File: src/include/dtr_pkg.sv
// Constants and types shared by the dual channel torque removal block.
`default_nettype none
package dtr_pkg;
  // Clock rate and pulse tolerance of the safety inputs.
  localparam int unsigned ClkHz        = 40000000;
  localparam int unsigned PulseTolUs   = 1000;
  // Filter length: a pulse of up to the tolerance is ignored, so round up.
  localparam int unsigned FilterCycles =
    (PulseTolUs * (ClkHz / 1000000)) + 1;
  localparam int unsigned FiltW        = 16;

  // Indication selection field positions, two bits per drive state.
  localparam int unsigned SelRunLsb    = 0;
  localparam int unsigned SelStopLsb   = 2;
  // Indication codes: none, warning, event, fault (fault needs reset).
  localparam logic [1:0] IndNone       = 2'h0;
  localparam logic [1:0] IndWarn       = 2'h1;
  localparam logic [1:0] IndEvent      = 2'h2;
  localparam logic [1:0] IndFault      = 2'h3;

  // Drive run states, one-hot.
  typedef enum logic [2:0] {
    StIdle    = 3'h1,
    StRun     = 3'h2,
    StBlocked = 3'h4
  } dtr_state_t;
endpackage : dtr_pkg
`default_nettype wire

File: src/verilog/dtr_torque_removal.sv
// Dual channel torque removal: input filter, gate cut, faults, restart.
// Operation
// RULE_01 - Activation withdraws gate drive supply; a turning motor coasts.
// RULE_02 - External circuit must drive both channels; one channel is invalid.
// RULE_03 - External contacts change state within 200 ms of each other.
// RULE_04 - Pulses up to 1 ms on a channel are ignored.
// RULE_05 - Gate drive is cut first, indication follows afterwards.
// RULE_06 - Setting selects indications, separately for running and stopped.
// RULE_07 - Setting never affects gate drive removal.
// RULE_08 - Drive stops on channel loss; restart needs both channels, reset. Code needs a reset only while a channel or removal fault is latched.
// RULE_09 - Loss of only one channel always raises a fault.
// RULE_10 - No restart while either channel is de-energized.
// RULE_11 - After restore, reset if setting demands, and always new start.
// RULE_12 - Multiple drives on one motor must all be activated externally.
// RULE_13 - Single loss of channel a or b raises distinct faults.
// RULE_14 - Start requests are edge detected.
`timescale 1ns/10ps
`default_nettype none
module dtr_torque_removal (
  input  wire logic       core_clk,
  input  wire logic       rst,
  input  wire logic       safetyInputA,
  input  wire logic       safetyInputB,
  input  wire logic       startCmd,
  input  wire logic       stopCmd,
  input  wire logic       faultReset,
  input  wire logic [3:0] indicationSel,
  output logic            gateDriveEn,
  output logic            running,
  output logic            channelALossFault,
  output logic            channelBLossFault,
  output logic            removalWarning,
  output logic            removalEvent,
  output logic            removalFault
);

  // ----------------------------------------------------------------
  // Input synchronisers and pulse filters
  // ----------------------------------------------------------------
  localparam int unsigned FiltW_L = dtr_pkg::FiltW;
  localparam logic [FiltW_L-1:0] FiltMax =
    FiltW_L'(dtr_pkg::FilterCycles);
  logic [1:0]         syncA_reg;
  logic [1:0]         syncB_reg;
  logic [FiltW_L-1:0] cntA_reg;
  logic [FiltW_L-1:0] cntB_reg;
  logic               chanA_reg;
  logic               chanB_reg;

  // Two flops per pin; only the second stage feeds the filters.
  always_ff @(posedge core_clk) begin
    if (rst) begin
      syncA_reg <= 2'h0;
      syncB_reg <= 2'h0;
    end else begin
      syncA_reg <= {syncA_reg[0], safetyInputA};
      syncB_reg <= {syncB_reg[0], safetyInputB};
    end
  end

  // A channel changes state only after its pin holds the new level for
  // longer than the tolerance; shorter pulses such as test pulses from a
  // safety controller are absorbed. The cost is a fixed 1 ms reaction.
  always_ff @(posedge core_clk) begin
    if (rst) begin
      chanA_reg <= 1'b0;
      chanB_reg <= 1'b0;
      cntA_reg  <= '0;
      cntB_reg  <= '0;
    end else begin
      if (syncA_reg[1] == chanA_reg) begin
        cntA_reg <= '0;
      end else if (cntA_reg == FiltMax) begin
        chanA_reg <= syncA_reg[1]; // RULE_04
        cntA_reg  <= '0;
      end else begin
        cntA_reg <= cntA_reg + 1'b1;
      end
      if (syncB_reg[1] == chanB_reg) begin
        cntB_reg <= '0;
      end else if (cntB_reg == FiltMax) begin
        chanB_reg <= syncB_reg[1]; // RULE_04
        cntB_reg  <= '0;
      end else begin
        cntB_reg <= cntB_reg + 1'b1;
      end
    end
  end

  // ----------------------------------------------------------------
  // Drive state and gate drive
  // ----------------------------------------------------------------
  logic                 bothOn;
  logic                 startPrev_reg;
  logic                 startEdge;
  logic                 needReset_reg;
  logic                 anyFault;
  dtr_pkg::dtr_state_t  state_reg;

  assign bothOn    = chanA_reg & chanB_reg;
  assign startEdge = startCmd & ~startPrev_reg; // RULE_14
  assign anyFault  = channelALossFault | channelBLossFault | removalFault |
                     needReset_reg;

  // Remember the start level so a held command cannot restart by itself.
  always_ff @(posedge core_clk) begin
    if (rst) begin
      startPrev_reg <= 1'b1;
    end else begin
      startPrev_reg <= startCmd;
    end
  end

  // Run sequencing; the indication setting reaches this logic only via removalFault and needReset_reg in anyFault, which block a start.
  always_ff @(posedge core_clk) begin
    if (rst) begin
      state_reg <= dtr_pkg::StIdle;
    end else begin
      unique case (state_reg)
        dtr_pkg::StIdle: begin
          if (!bothOn) begin
            state_reg <= dtr_pkg::StBlocked; // RULE_10
          end else if (startEdge && !anyFault && !stopCmd) begin
            state_reg <= dtr_pkg::StRun; // RULE_11
          end
        end
        dtr_pkg::StRun: begin
          if (!bothOn) begin
            state_reg <= dtr_pkg::StBlocked; // RULE_08
          end else if (stopCmd) begin
            state_reg <= dtr_pkg::StIdle;
          end
        end
        dtr_pkg::StBlocked: begin
          if (bothOn) begin
            state_reg <= dtr_pkg::StIdle; // RULE_11
          end
        end
        default: state_reg <= dtr_pkg::StBlocked;
      endcase
    end
  end

  // Gate drive follows the channels directly, so it drops on the edge after
  // the filtered loss is seen, with the channel loss faults and ahead of warning, event and removal fault.
  always_ff @(posedge core_clk) begin
    if (rst) begin
      gateDriveEn <= 1'b0;
      running     <= 1'b0;
    end else begin
      gateDriveEn <= bothOn && (state_reg == dtr_pkg::StRun); // RULE_01 RULE_07
      running     <= bothOn && (state_reg == dtr_pkg::StRun); // RULE_08
    end
  end

  // ----------------------------------------------------------------
  // Indications and faults
  // ----------------------------------------------------------------
  logic       lossSeen;
  logic       wasRun;
  logic [1:0] sel;
  logic       lossPrev_reg;
  logic       lossPulse_reg;
  logic [1:0] selHeld_reg;

  assign lossSeen = ~bothOn & lossPrev_reg;
  assign wasRun   = (state_reg == dtr_pkg::StRun);
  assign sel      = wasRun ?
    indicationSel[dtr_pkg::SelRunLsb +: 2] :
    indicationSel[dtr_pkg::SelStopLsb +: 2]; // RULE_06

  // Edge of channel loss. The edge and the selection in force at that
  // moment are registered once more, so every indication appears one
  // edge after the gate cut and never ahead of it.
  always_ff @(posedge core_clk) begin
    if (rst) begin
      lossPrev_reg  <= 1'b0;
      lossPulse_reg <= 1'b0;
      selHeld_reg   <= dtr_pkg::IndNone;
    end else begin
      lossPrev_reg  <= bothOn;
      lossPulse_reg <= lossSeen; // RULE_05
      selHeld_reg   <= sel;
    end
  end

  // Sticky faults; a new loss wins over a simultaneous reset.
  always_ff @(posedge core_clk) begin
    if (rst) begin
      channelALossFault <= 1'b0;
      channelBLossFault <= 1'b0;
      removalFault      <= 1'b0;
      needReset_reg     <= 1'b0;
    end else begin
      if (!chanA_reg && chanB_reg) begin
        channelALossFault <= 1'b1; // RULE_09 RULE_13
      end else if (faultReset) begin
        channelALossFault <= 1'b0;
      end
      if (chanA_reg && !chanB_reg) begin
        channelBLossFault <= 1'b1; // RULE_09 RULE_13
      end else if (faultReset) begin
        channelBLossFault <= 1'b0;
      end
      if (lossPulse_reg && selHeld_reg == dtr_pkg::IndFault) begin
        removalFault  <= 1'b1; // RULE_11
        needReset_reg <= 1'b1;
      end else if (faultReset && bothOn) begin
        removalFault  <= 1'b0;
        needReset_reg <= 1'b0;
      end
    end
  end

  // Warnings and events are levels held while the channels stay off.
  always_ff @(posedge core_clk) begin
    if (rst) begin
      removalWarning <= 1'b0;
      removalEvent   <= 1'b0;
    end else begin
      if (lossPulse_reg) begin
        removalWarning <= (selHeld_reg == dtr_pkg::IndWarn); // RULE_06
        removalEvent   <= (selHeld_reg == dtr_pkg::IndEvent);
      end else if (bothOn) begin
        removalWarning <= 1'b0;
        removalEvent   <= 1'b0;
      end
    end
  end

endmodule // dtr_torque_removal
`default_nettype wire
File: config.mk
export PLATFORM = sky130hd
export DESIGN_NAME = dtr_torque_removal
export DESIGN_NICKNAME = d
export VERILOG_FILES = /design/src/include/dtr_pkg.sv /design/src/verilog/dtr_torque_removal.sv
export SDC_FILE = /design/constraint.sdc
export NUM_CORES = 1
export LEC_CHECK = 0
export BUFFER_PORTS_ARGS = -buffer_cell sky130_fd_sc_hd__clkbuf_2
export CORE_ASPECT_RATIO = 1.2
export CORE_MARGIN = 4
export CORE_UTILIZATION = 60
export CTS_CLUSTER_DIAMETER = 150
export DETAILED_ROUTE_END_ITERATION = 10
export PLACE_DENSITY = 0.9
export SLEW_MARGIN = 20
export SYNTH_ARGS = -nofsm -noshare
export SYNTH_HDL_FRONTEND = slang
export SYNTH_SLANG_ARGS = --single-unit
File: constraint.sdc
create_clock -name core_clk -period 3.7 [get_ports core_clk]
set_input_delay 0.185 -clock core_clk [delete_from_list [all_inputs] [get_ports core_clk]]
set_output_delay 0.185 -clock core_clk [all_outputs]
set_load 0.005 [all_outputs]
==> results by group, run 1 <==
Clock network
  – Setup bufs post-CTS: 0
  – H-tree levels: 2
  – # resized after CTS: 0
  – Clk sink count: 52
  – Root buffer cell: clkbuf_8
  – CTS tree: done
  – Worst-path clk slew: 0.08 ns
  – Clock buffer depth: 2
  – Clk_lat worst skew: 0.29 ns
  – Num CTS Buffers: 5
  – CTS Hold Bufs: 0

Yosys
  – Syn Inst Count: 240
  – Post-synth net total: 255
  – Yosys Warn Count: 0
  – Mean area per synthesized cell: 9.19 um^2
  – Post-synthesis sequential area ratio: 47.2%
  – Synthesized flop and latch total: 52
  – Synth cell types: 42
  – Post-Syn Area: 0.00221 mm^2

Finish
  – Final #Nets: 270
  – Layout cells sized above 1: 11.3%
  – Antenna cell count: 0
  – Layout area overhead: 7.83%

Route
  – WL final: 3920 um
  – Detail-routed net length per standard cell: 13.4 um
  – First drt pass iteration count: 4
  – Vias: 1670
  – Via/cell ratio: 5.70
  – # DRC: 0
  – Routed Antenna Nets: 0
  – DRT iter0 DRCs: 110

Floorplanning
  – I/O pin cnt: 18
  – Starting Density: 63.9%
  – Die area: 0.00471 mm^2
  – # rows: 23
  – Die height: 74.4 um
  – Die width: 63.4 um
  – Core region area: 0.00345 mm^2

Timing
  – Setup TNS: 0 ns
  – Clk_skew: 0.00541 ns
  – Final Cycle Share: 45.2%
  – Crit path time final: 1.67 ns
  – RSZ-0062 raised after global routing: false
  – Final Hold Fails: 0
  – Max Slew Vio Count: 0
  – Slew @ Worst Pin: 0.573 ns
  – Worst relative slew slack: 61.5%
  – Worst hold-check slack: 0.0909 ns
  – Max frequency: 598 MHz
  – Final setup fails: 0

Worst setup path
  – Critical path launch point type: register
  – Critical path launch point: cntB_reg[0]
  – CP required: 3.87 ns
  – CP max FO: 16
  – Worst reg2reg startpoint: cntB_reg[0]
  – CP Capture Type: register
  – Worst Path Arrival: 1.84 ns
  – Critical path type: register to register

Place
  – Gpl congestion: 0.902
  – DP Wirelength: 2810 um
  – PortBufs: 17

Power and ir drop
  – Worst vdd ir: 282 uV
  – PnR Total Power: 0.910 mW
  – Power per Cell Area: 383 mW/mm^2
  – Pleak: 0.791 nW

Hold path
  – Hold_sp: startCmd
  – Hold Crit Class: input pin to register

GRT
  – Largest net degree at the start of global routing: 22
  – Overall global routing resource usage: 18.4%
  – GRT overflow: 0
  – Initial antenna violation count: 0
  – First-pass GRT wire length: 7030 um
  – Vias in the first global route: 1633

Run status
  – Status: complete, no violations

Run
  – Maxcap violations: 0
path summary, 6_finish.rpt:
check	endpoint	slack (ns)	cells after the start
max	cntB_reg[11]	2.03	5
min	startPrev_reg	0.09	2
max reg2reg	cntB_reg[11]	2.03	5
min reg2reg	syncB_reg[1]	0.45	1
synthesized netlist by cell type, drive strengths merged:
cell     n  share of area (%)
a21oi    7                1.6
a31o     1               0.40
a31oi    2               0.57
a32oi    1               0.40
and2     1               0.28
and3     3               0.91
and3b    3                1.2
and4     2               0.91
buf      4                1.3
clkbuf   5               0.91
dfxtp   52                 47
ha       4                2.3
inv      6                1.0
mux2i    4                1.8
nand2    9                1.5
nand2b   4                1.1
nand3   15                4.0
nand3b   4                1.4
nand4    9                2.6
nand4b   1               0.40
nor2    42                7.1
nor2b    4                1.1
nor3     6                1.4
nor4     9                2.6
nor4b    3                1.2
nor4bb   2               0.91
o21ai    2               0.45
o22ai    1               0.28
o31ai    1               0.34
or2      1               0.28
or3      1               0.28
or4      1               0.34
or4b     1               0.45
xnor2   20                7.9
xor2     9                3.6
kinds of logic after synthesis:
family | after synthesis | share of synthesized area (%)
AO/OA/AOI/OAI | 15 | 4.03
AND/OR/NAND/NOR | 121 | 29.9
XOR/XNOR | 29 | 11.5
multiplexers | 4 | 1.82
adder cells (fa/ha/maj) | 4 | 2.27
buffers and inverters | 15 | 3.23
flip-flops | 52 | 47.2
per-stage QoR:
stage / worst slack, ns / util, % / std cells / area [um^2]
final: 2.03 / 68.9 / 293 / 2380
after global routing: 1.86 / 68.9 / 293 / 2380
after CTS: 2.03 / 68.9 / 293 / 2380
after detailed placement: 2.04 / 66.3 / 285 / 2290
after global placement: 2.11 / 66.3 / 285 / 2290
after floorplan: 2.26 / - / 240 / 2210
power by group:
group	switching [mW]	internal (mW)
registers	0.00433	0.565
logic	0.0107	0.0102
clock network	0.167	0.153
total	0.182	0.728
metal layers:
metal	part of all wire, %	global-route usage [%]	up-vias
li1	-	-	857
met2	52	33.6	27
met4	0.97	7.67	0
met1	44	21.2	782
met5	0	0	-
met3	2.6	3.63	4
layout by cell type (no fill, tap or decap), types with 2 or more instances in the layout:
cell / count
ha_1: 4
xor2_1: 9
a31oi_1: 2
clkbuf_8: 6
nand3b_1: 4
o21ai_0: 2
nor3_1: 6
nor4_1: 9
and3b_1: 2
a21oi_1: 7
nand2b_1: 4
nor4b_1: 3
nor2_1: 42
dfxtp_1: 52
mux2i_1: 4
clkbuf_2: 17
nor2b_1: 4
inv_1: 6
clkbuf_1: 2
nand3_1: 14
nand4_1: 9
nand2_1: 9
and3_1: 2
nor4bb_1: 2
xnor2_1: 20
final cells by class:
type | count | area [um^2]
tap | 37 | 46.3
inverter | 6 | 22.5
clock buffer | 8 | 90.1
timing repair buffer | 17 | 85.1
fill | 287 | 1070
multi-input combinational | 173 | 1090
sequential | 52 | 1040
worst max-delay path, stage by stage, from the launching register on:
cell      delay [ns]
dfxtp_1         0.45
ha_1            0.17
nor4bb_1        0.20
nand4b_1        0.18
nand2_1         0.43
nor2_1          0.12
(Power assumes the default switching activity.)
==> inputs of run 2 (changes only) <==
--- a/config.mk
+++ b/config.mk
@@ -8,10 +8,10 @@
 export BUFFER_PORTS_ARGS = -buffer_cell sky130_fd_sc_hd__clkbuf_2
 export CORE_ASPECT_RATIO = 1.2
 export CORE_MARGIN = 4
-export CORE_UTILIZATION = 60
+export CORE_UTILIZATION = 58
 export CTS_CLUSTER_DIAMETER = 150
 export DETAILED_ROUTE_END_ITERATION = 10
-export PLACE_DENSITY = 0.9
+export PLACE_DENSITY = 0.88
 export SLEW_MARGIN = 20
 export SYNTH_ARGS = -nofsm -noshare
 export SYNTH_HDL_FRONTEND = slang
==> constraint.sdc (replaced) <==
create_clock -name core_clk -period 1.7 [get_ports core_clk]
set_input_delay 0.085 -clock core_clk [delete_from_list [all_inputs] [get_ports core_clk]]
set_output_delay 0.085 -clock core_clk [all_outputs]
set_load 0.005 [all_outputs]
==> results by group, run 2 (synthesis results as in run 1) <==
Place
  – Dpl cell area: 0.00235 mm^2 (was 0.00229 mm^2)
  – Placed Cells: 306 (was 285)
  – DP Wirelength: 2810 um (about the same)
  – Gpl congestion: 0.864 (was 0.902)
  – PortBufs: 17 (unchanged)
  – Pre-CTS WS: 0.111 ns (was 2.04 ns)

Route
  – # DRC: 0 (unchanged)
  – DRT iter0 DRCs: 83 (was 110)
  – Via/cell ratio: 5.38 (was 5.70)
  – WL final: 3980 um (was 3920 um)
  – First drt pass iteration count: 4 (unchanged)
  – Routed Antenna Nets: 0 (unchanged)
  – Vias: 1710 (was 1670)
  – Detail-routed net length per standard cell: 12.5 um (was 13.4 um)

Floorplanning
  – Core region area: 0.00366 mm^2 (was 0.00345 mm^2)
  – Die width: 64.3 um (was 63.4 um)
  – Die area: 0.00486 mm^2 (was 0.00471 mm^2)
  – Starting Density: 60.2% (was 63.9%)
  – I/O pin cnt: 18 (unchanged)
  – Die height: 75.6 um (was 74.4 um)
  – # rows: 24 (was 23)

Power and ir drop
  – Combinational power share: 2.5% (was 2.3%)
  – Clock group share of total power: 43.5% (was 35.2%)
  – PnR Total Power: 2.29 mW (was 0.910 mW)
  – Sequential share of power: 54.0% (was 62.5%)
  – Int Pwr: 1.85 mW (was 0.728 mW)
  – Net switching power: 0.441 mW (was 0.182 mW)
  – Worst vdd ir: 772 uV (was 282 uV)
  – Pleak: 0.861 nW (was 0.791 nW)
  – Power per Cell Area: 906 mW/mm^2 (was 383 mW/mm^2)
  – Switch share: 19.2% (was 20.0%)

Run status
  – Status: complete, no violations (unchanged)

Clock network
  – Root buffer cell: clkbuf_8 (unchanged)
  – # resized after CTS: 0 (unchanged)
  – Num CTS Buffers: 5 (unchanged)
  – Clk_lat worst skew: 0.31 ns (was 0.29 ns)
  – Clock buffer depth: 2 (unchanged)
  – Worst-path clk slew: 0.09 ns (was 0.08 ns)
  – Clk sink count: 52 (unchanged)
  – H-tree levels: 2 (unchanged)
  – CTS tree: done (unchanged)

Worst setup path
  – Critical path launch point type: register (unchanged)
  – CP max FO: 3 (was 16)
  – Worst Path Arrival: 1.82 ns (was 1.84 ns)
  – Worst reg2reg startpoint: channelALossFault (was cntB_reg[0])
  – CP Capture Type: register (unchanged)
  – Critical path type: register to register (unchanged)
  – Delay of the slowest critical-path stage: 0.53 ns (was 0.45 ns)
  – Crit path cell chain: or4b_1 > nor3_1 > o22ai_1 > a31o_2 (was ha_1 > nor4bb_1 > nand4b_1 > nand2_1 > nor2_1)
  – Critical path launch point: channelALossFault (was cntB_reg[0])
  – Slowest cell on crit path: or4b_1 (was dfxtp_1)
  – CP required: 1.91 ns (was 3.87 ns)

Timing
  – Crit path time final: 1.61 ns (was 1.67 ns)
  – Max frequency: 622 MHz (was 598 MHz)
  – Worst hold-check slack: 0.00829 ns (was 0.0909 ns)
  – Slew @ Worst Pin: 0.476 ns (was 0.573 ns)
  – RSZ-0062 raised after global routing: false (unchanged)
  – Clk_skew: 0.00715 ns (was 0.00541 ns)
  – Worst relative slew slack: 68.0% (was 61.5%)
  – Setup TNS: 0 ns (unchanged)
  – Final Hold Fails: 0 (unchanged)
  – Final Cycle Share: 94.5% (was 45.2%)
  – Max Slew Vio Count: 0 (unchanged)
  – Fin worst setup slack: 0.0928 ns (was 2.03 ns)
  – Final setup fails: 0 (unchanged)

Finish
  – Final #Nets: 280 (was 270)
  – Finished Cell Area: 0.00253 mm^2 (was 0.00238 mm^2)
  – Most frequent cells in the layout: dfxtp_1 (52), nor2_1 (42), xnor2_1 (20), clkbuf_2 (17), nand3_1 (14) (unchanged)
  – Layout cells sized above 1: 13.9% (was 11.3%)
  – Layout area overhead: 14.7% (was 7.83%)
  – Filler cells: 293 (was 287)
  – Post-layout util: 69.1% (was 68.9%)
  – Antenna cell count: 0 (unchanged)
  – Cell Count, Final, Fillers Out: 318 (was 293)
  – Most common cell after layout, fill and taps aside: dfxtp_1 (unchanged)

Hold path
  – Hold Crit Class: input pin to register (unchanged)
  – Hold_sp: indicationSel[2] (was startCmd)

GRT
  – First-pass GRT wire length: 6980 um (was 7030 um)
  – Overall global routing resource usage: 18.2% (was 18.4%)
  – Largest net degree at the start of global routing: 22 (unchanged)
  – Initial antenna violation count: 0 (unchanged)
  – GRT overflow: 0 (unchanged)
  – Vias in the first global route: 1639 (was 1633)

Run
  – Maxcap violations: 0 (unchanged)
-- run 2: cell count changes in the layout (fill, tap and decap cells not counted), sizes merged --
cell / previous run / this run
dlygate4sd3: 0 / 4
buf: 0 / 6
inv: 6 / 7
bufinv: 0 / 2
clkbuf: 25 / 22
-- run 2: what timing repair did --
action | 4_1_cts | 5_1_grt
buffers inserted | 0 | 0
hold buffers | 4 | 0
endpoints found under the hold margin | 4 | 0
-- run 2: power groups by stage --
stage	registers, mW	clock network, mW	logic (mW)
2_1_floorplan	1.26	0	0.0299
3_3_place_gp	1.27	0	0.0478
3_5_place_dp	1.27	0	0.0491
4_1_cts	1.24	1.01	0.0564
5_1_grt	1.24	1.06	0.0641
6_report	1.24	0.998	0.0564
-- run 2: path summary, 6_finish.rpt --
path | to | slack (ns) | cells past startpoint
worst max-delay path | state_reg[0] | 0.09 | 4
worst min-delay path | selHeld_reg[0] | 0.008 | 3
worst max register to register | state_reg[0] | 0.09 | 4
worst min register to register | syncA_reg[1] | 0.45 | 1
-- run 2: per-layer routing --
metal	track usage [%]	routed length (um)	part of all wire [%]
met1	20.7	1730	43
met2	33.6	2070	52
met3	3.54	112	2.8
met4	7.98	72	1.8
met5	0	0	0
-- run 2: area by class of cell --
cell class	count	area [um^2]	area share [%]
inverter	6	22.5	0.890
timing repair buffer	27	170	6.73
sequential	52	1040	41.1
clock inverter	3	68.8	2.72
tap	52	65.1	2.57
clock buffer	5	68.8	2.72
multi-input combinational	173	1090	43.2
-- run 2: worst max-delay path, delay by kind of cell, from the launching register on --
| kind | cells | cell delay (ns) |
|---|---|---|
| simple gates | 2 | 0.79 |
| flops | 1 | 0.33 |
| compound gates | 2 | 0.39 |
==> inputs of run 3 (changes only) <==
--- a/config.mk
+++ b/config.mk
@@ -8,10 +8,10 @@
 export BUFFER_PORTS_ARGS = -buffer_cell sky130_fd_sc_hd__clkbuf_2
 export CORE_ASPECT_RATIO = 1.2
 export CORE_MARGIN = 4
-export CORE_UTILIZATION = 58
+export CORE_UTILIZATION = 60
 export CTS_CLUSTER_DIAMETER = 150
 export DETAILED_ROUTE_END_ITERATION = 10
-export PLACE_DENSITY = 0.88
+export PLACE_DENSITY = 0.9
 export SLEW_MARGIN = 20
 export SYNTH_ARGS = -nofsm -noshare
 export SYNTH_HDL_FRONTEND = slang
==> constraint.sdc (replaced) <==
create_clock -name core_clk -period 2.1 [get_ports core_clk]
set_input_delay 0.105 -clock core_clk [delete_from_list [all_inputs] [get_ports core_clk]]
set_output_delay 0.105 -clock core_clk [all_outputs]
set_load 0.005 [all_outputs]
==> results by group, run 3 (synthesis results as in run 1) <==
Floorplanning
  – Starting Density: 63.9% (was 60.2%)
  – Core region area: 0.00345 mm^2 (was 0.00366 mm^2)
  – # rows: 23 (was 24)
  – Die width: 63.4 um (was 64.3 um)
  – Die area: 0.00471 mm^2 (was 0.00486 mm^2)
  – I/O pin cnt: 18 (unchanged)
  – Die height: 74.4 um (was 75.6 um)

GRT
  – Overall global routing resource usage: 19.0% (was 18.2%)
  – Vias in the first global route: 1612 (was 1639)
  – Initial antenna violation count: 0 (unchanged)
  – GRT overflow: 0 (unchanged)
  – Largest net degree at the start of global routing: 22 (unchanged)
  – First-pass GRT wire length: 7070 um (was 6980 um)

Timing
  – Final setup fails: 0 (unchanged)
  – Final Hold Fails: 0 (unchanged)
  – Clk_skew: 0.00959 ns (was 0.00715 ns)
  – RSZ-0062 raised after global routing: false (unchanged)
  – Max Slew Vio Count: 0 (unchanged)
  – Worst relative slew slack: 63.7% (was 68.0%)
  – Slew @ Worst Pin: 0.540 ns (was 0.476 ns)
  – Max frequency: 595 MHz (was 622 MHz)
  – Fin worst setup slack: 0.418 ns (was 0.0928 ns)
  – Setup TNS: 0 ns (unchanged)
  – Final Cycle Share: 80.1% (was 94.5%)
  – Crit path time final: 1.68 ns (was 1.61 ns)

Place
  – Pre-CTS WS: 0.451 ns (was 0.111 ns)
  – PortBufs: 17 (unchanged)
  – DP Wirelength: 2720 um (was 2810 um)
  – Gpl congestion: 0.902 (was 0.864)

Route
  – Via/cell ratio: 5.72 (was 5.38)
  – WL final: 3930 um (was 3980 um)
  – Vias: 1675 (was 1710)
  – # DRC: 0 (unchanged)
  – Routed Antenna Nets: 0 (unchanged)
  – Detail-routed net length per standard cell: 13.4 um (was 12.5 um)
  – First drt pass iteration count: 4 (unchanged)
  – DRT iter0 DRCs: 93 (was 83)

Clock network
  – CTS Hold Bufs: 0 (was 4)
  – Root buffer cell: clkbuf_8 (unchanged)
  – Setup bufs post-CTS: 0 (unchanged)
  – Clk_lat worst skew: 0.30 ns (was 0.31 ns)
  – Clk sink count: 52 (unchanged)
  – H-tree levels: 2 (unchanged)
  – Num CTS Buffers: 5 (unchanged)
  – # resized after CTS: 0 (unchanged)
  – Clock buffer depth: 2 (unchanged)
  – Worst-path clk slew: 0.08 ns (was 0.09 ns)
  – CTS tree: done (unchanged)

Worst setup path
  – CP Capture Type: register (unchanged)
  – Critical path launch point type: register (unchanged)
  – CP max FO: 16 (was 3)
  – Worst Path Arrival: 1.85 ns (was 1.82 ns)
  – CP required: 2.26 ns (was 1.91 ns)
  – Critical path type: register to register (unchanged)

Run
  – Maxcap violations: 0 (unchanged)

Power and ir drop
  – Worst vdd ir: 451 uV (was 772 uV)
  – Power per Cell Area: 673 mW/mm^2 (was 906 mW/mm^2)
  – Pleak: 0.791 nW (was 0.861 nW)

Run status
  – Status: complete, no violations (unchanged)

Finish
  – Antenna cell count: 0 (unchanged)
  – Layout area overhead: 7.83% (was 14.7%)
  – Most frequent cells in the layout: dfxtp_1 (52), nor2_1 (42), xnor2_1 (20), clkbuf_2 (17), nand3_1 (14) (unchanged)
  – Layout cells sized above 1: 11.3% (was 13.9%)
  – Most common cell after layout, fill and taps aside: dfxtp_1 (unchanged)
  – Final #Nets: 270 (was 280)

Hold path
  – Hold Crit Class: input pin to register (unchanged)
[run 3: changes by cell type in the layout (fill, tap and decap cells not counted), sizes merged]
| cell | change |
|---|---|
| inv | -1 |
| bufinv | -2 |
| clkbuf | +3 |
| buf | -6 |
| dlygate4sd3 | -4 |
[run 3: layout make-up]
type | instances | area [um^2]
Fill cell | 282 | 1070
Clock buffer | 8 | 90.1
Timing Repair Buffer | 17 | 85.1
Inverter | 6 | 22.5
Tap cell | 37 | 46.3
Sequential cell | 52 | 1040
Multi-Input combinational cell | 173 | 1090
[run 3: stage by stage]
| step | utilization (%) | cell area [um^2] | total power, mW | hold WS (ns) | std cells |
|---|---|---|---|---|---|
| 5_1_grt | 68.9 | 2380 | 1.66 | 0.00935 | 293 |
| 6_report | 68.9 | 2380 | 1.60 | 0.0128 | 293 |
| 3_3_place_gp | 66.3 | 2290 | 1.06 | 0.304 | 285 |
| 2_1_floorplan | - | 2210 | 1.05 | 0.212 | 240 |
| 4_1_cts | 68.9 | 2380 | 1.62 | 0.00494 | 293 |
| 3_5_place_dp | 66.3 | 2290 | 1.06 | 0.315 | 285 |
[run 3: worst paths after layout]
check / startpoint / end / slack (ns) / cells past startpoint
setup / recovery: cntB_reg[0] / cntB_reg[11] / 0.42 / 5
hold / removal: startCmd / startPrev_reg / 0.01 / 2
setup reg to reg: cntB_reg[0] / cntB_reg[11] / 0.42 / 5
hold reg to reg: syncB_reg[0] / syncB_reg[1] / 0.45 / 1
[run 3: worst max-delay path, stage by stage (launching register included)]
cell and delay (ns):
dfxtp_1 0.45, ha_1 0.17, nor4bb_1 0.20, nand4b_1 0.18, nand2_1 0.43, nor2_1 0.12
[run 3: power breakdown]
group,leakage [nW],total (mW),switching [mW],internal (mW)
logic,0.324,0.0376,0.0196,0.0180
clock network,0.0455,0.561,0.292,0.269
registers,0.421,1.00,0.00761,0.995
[run 3: routing by layer]
metal | GRT usage [%] | part of all wire [%]
met2 | 34.0 | 51
met4 | 9.59 | 2.2
met5 | 0 | 0
met3 | 4.98 | 3.8
met1 | 20.9 | 43
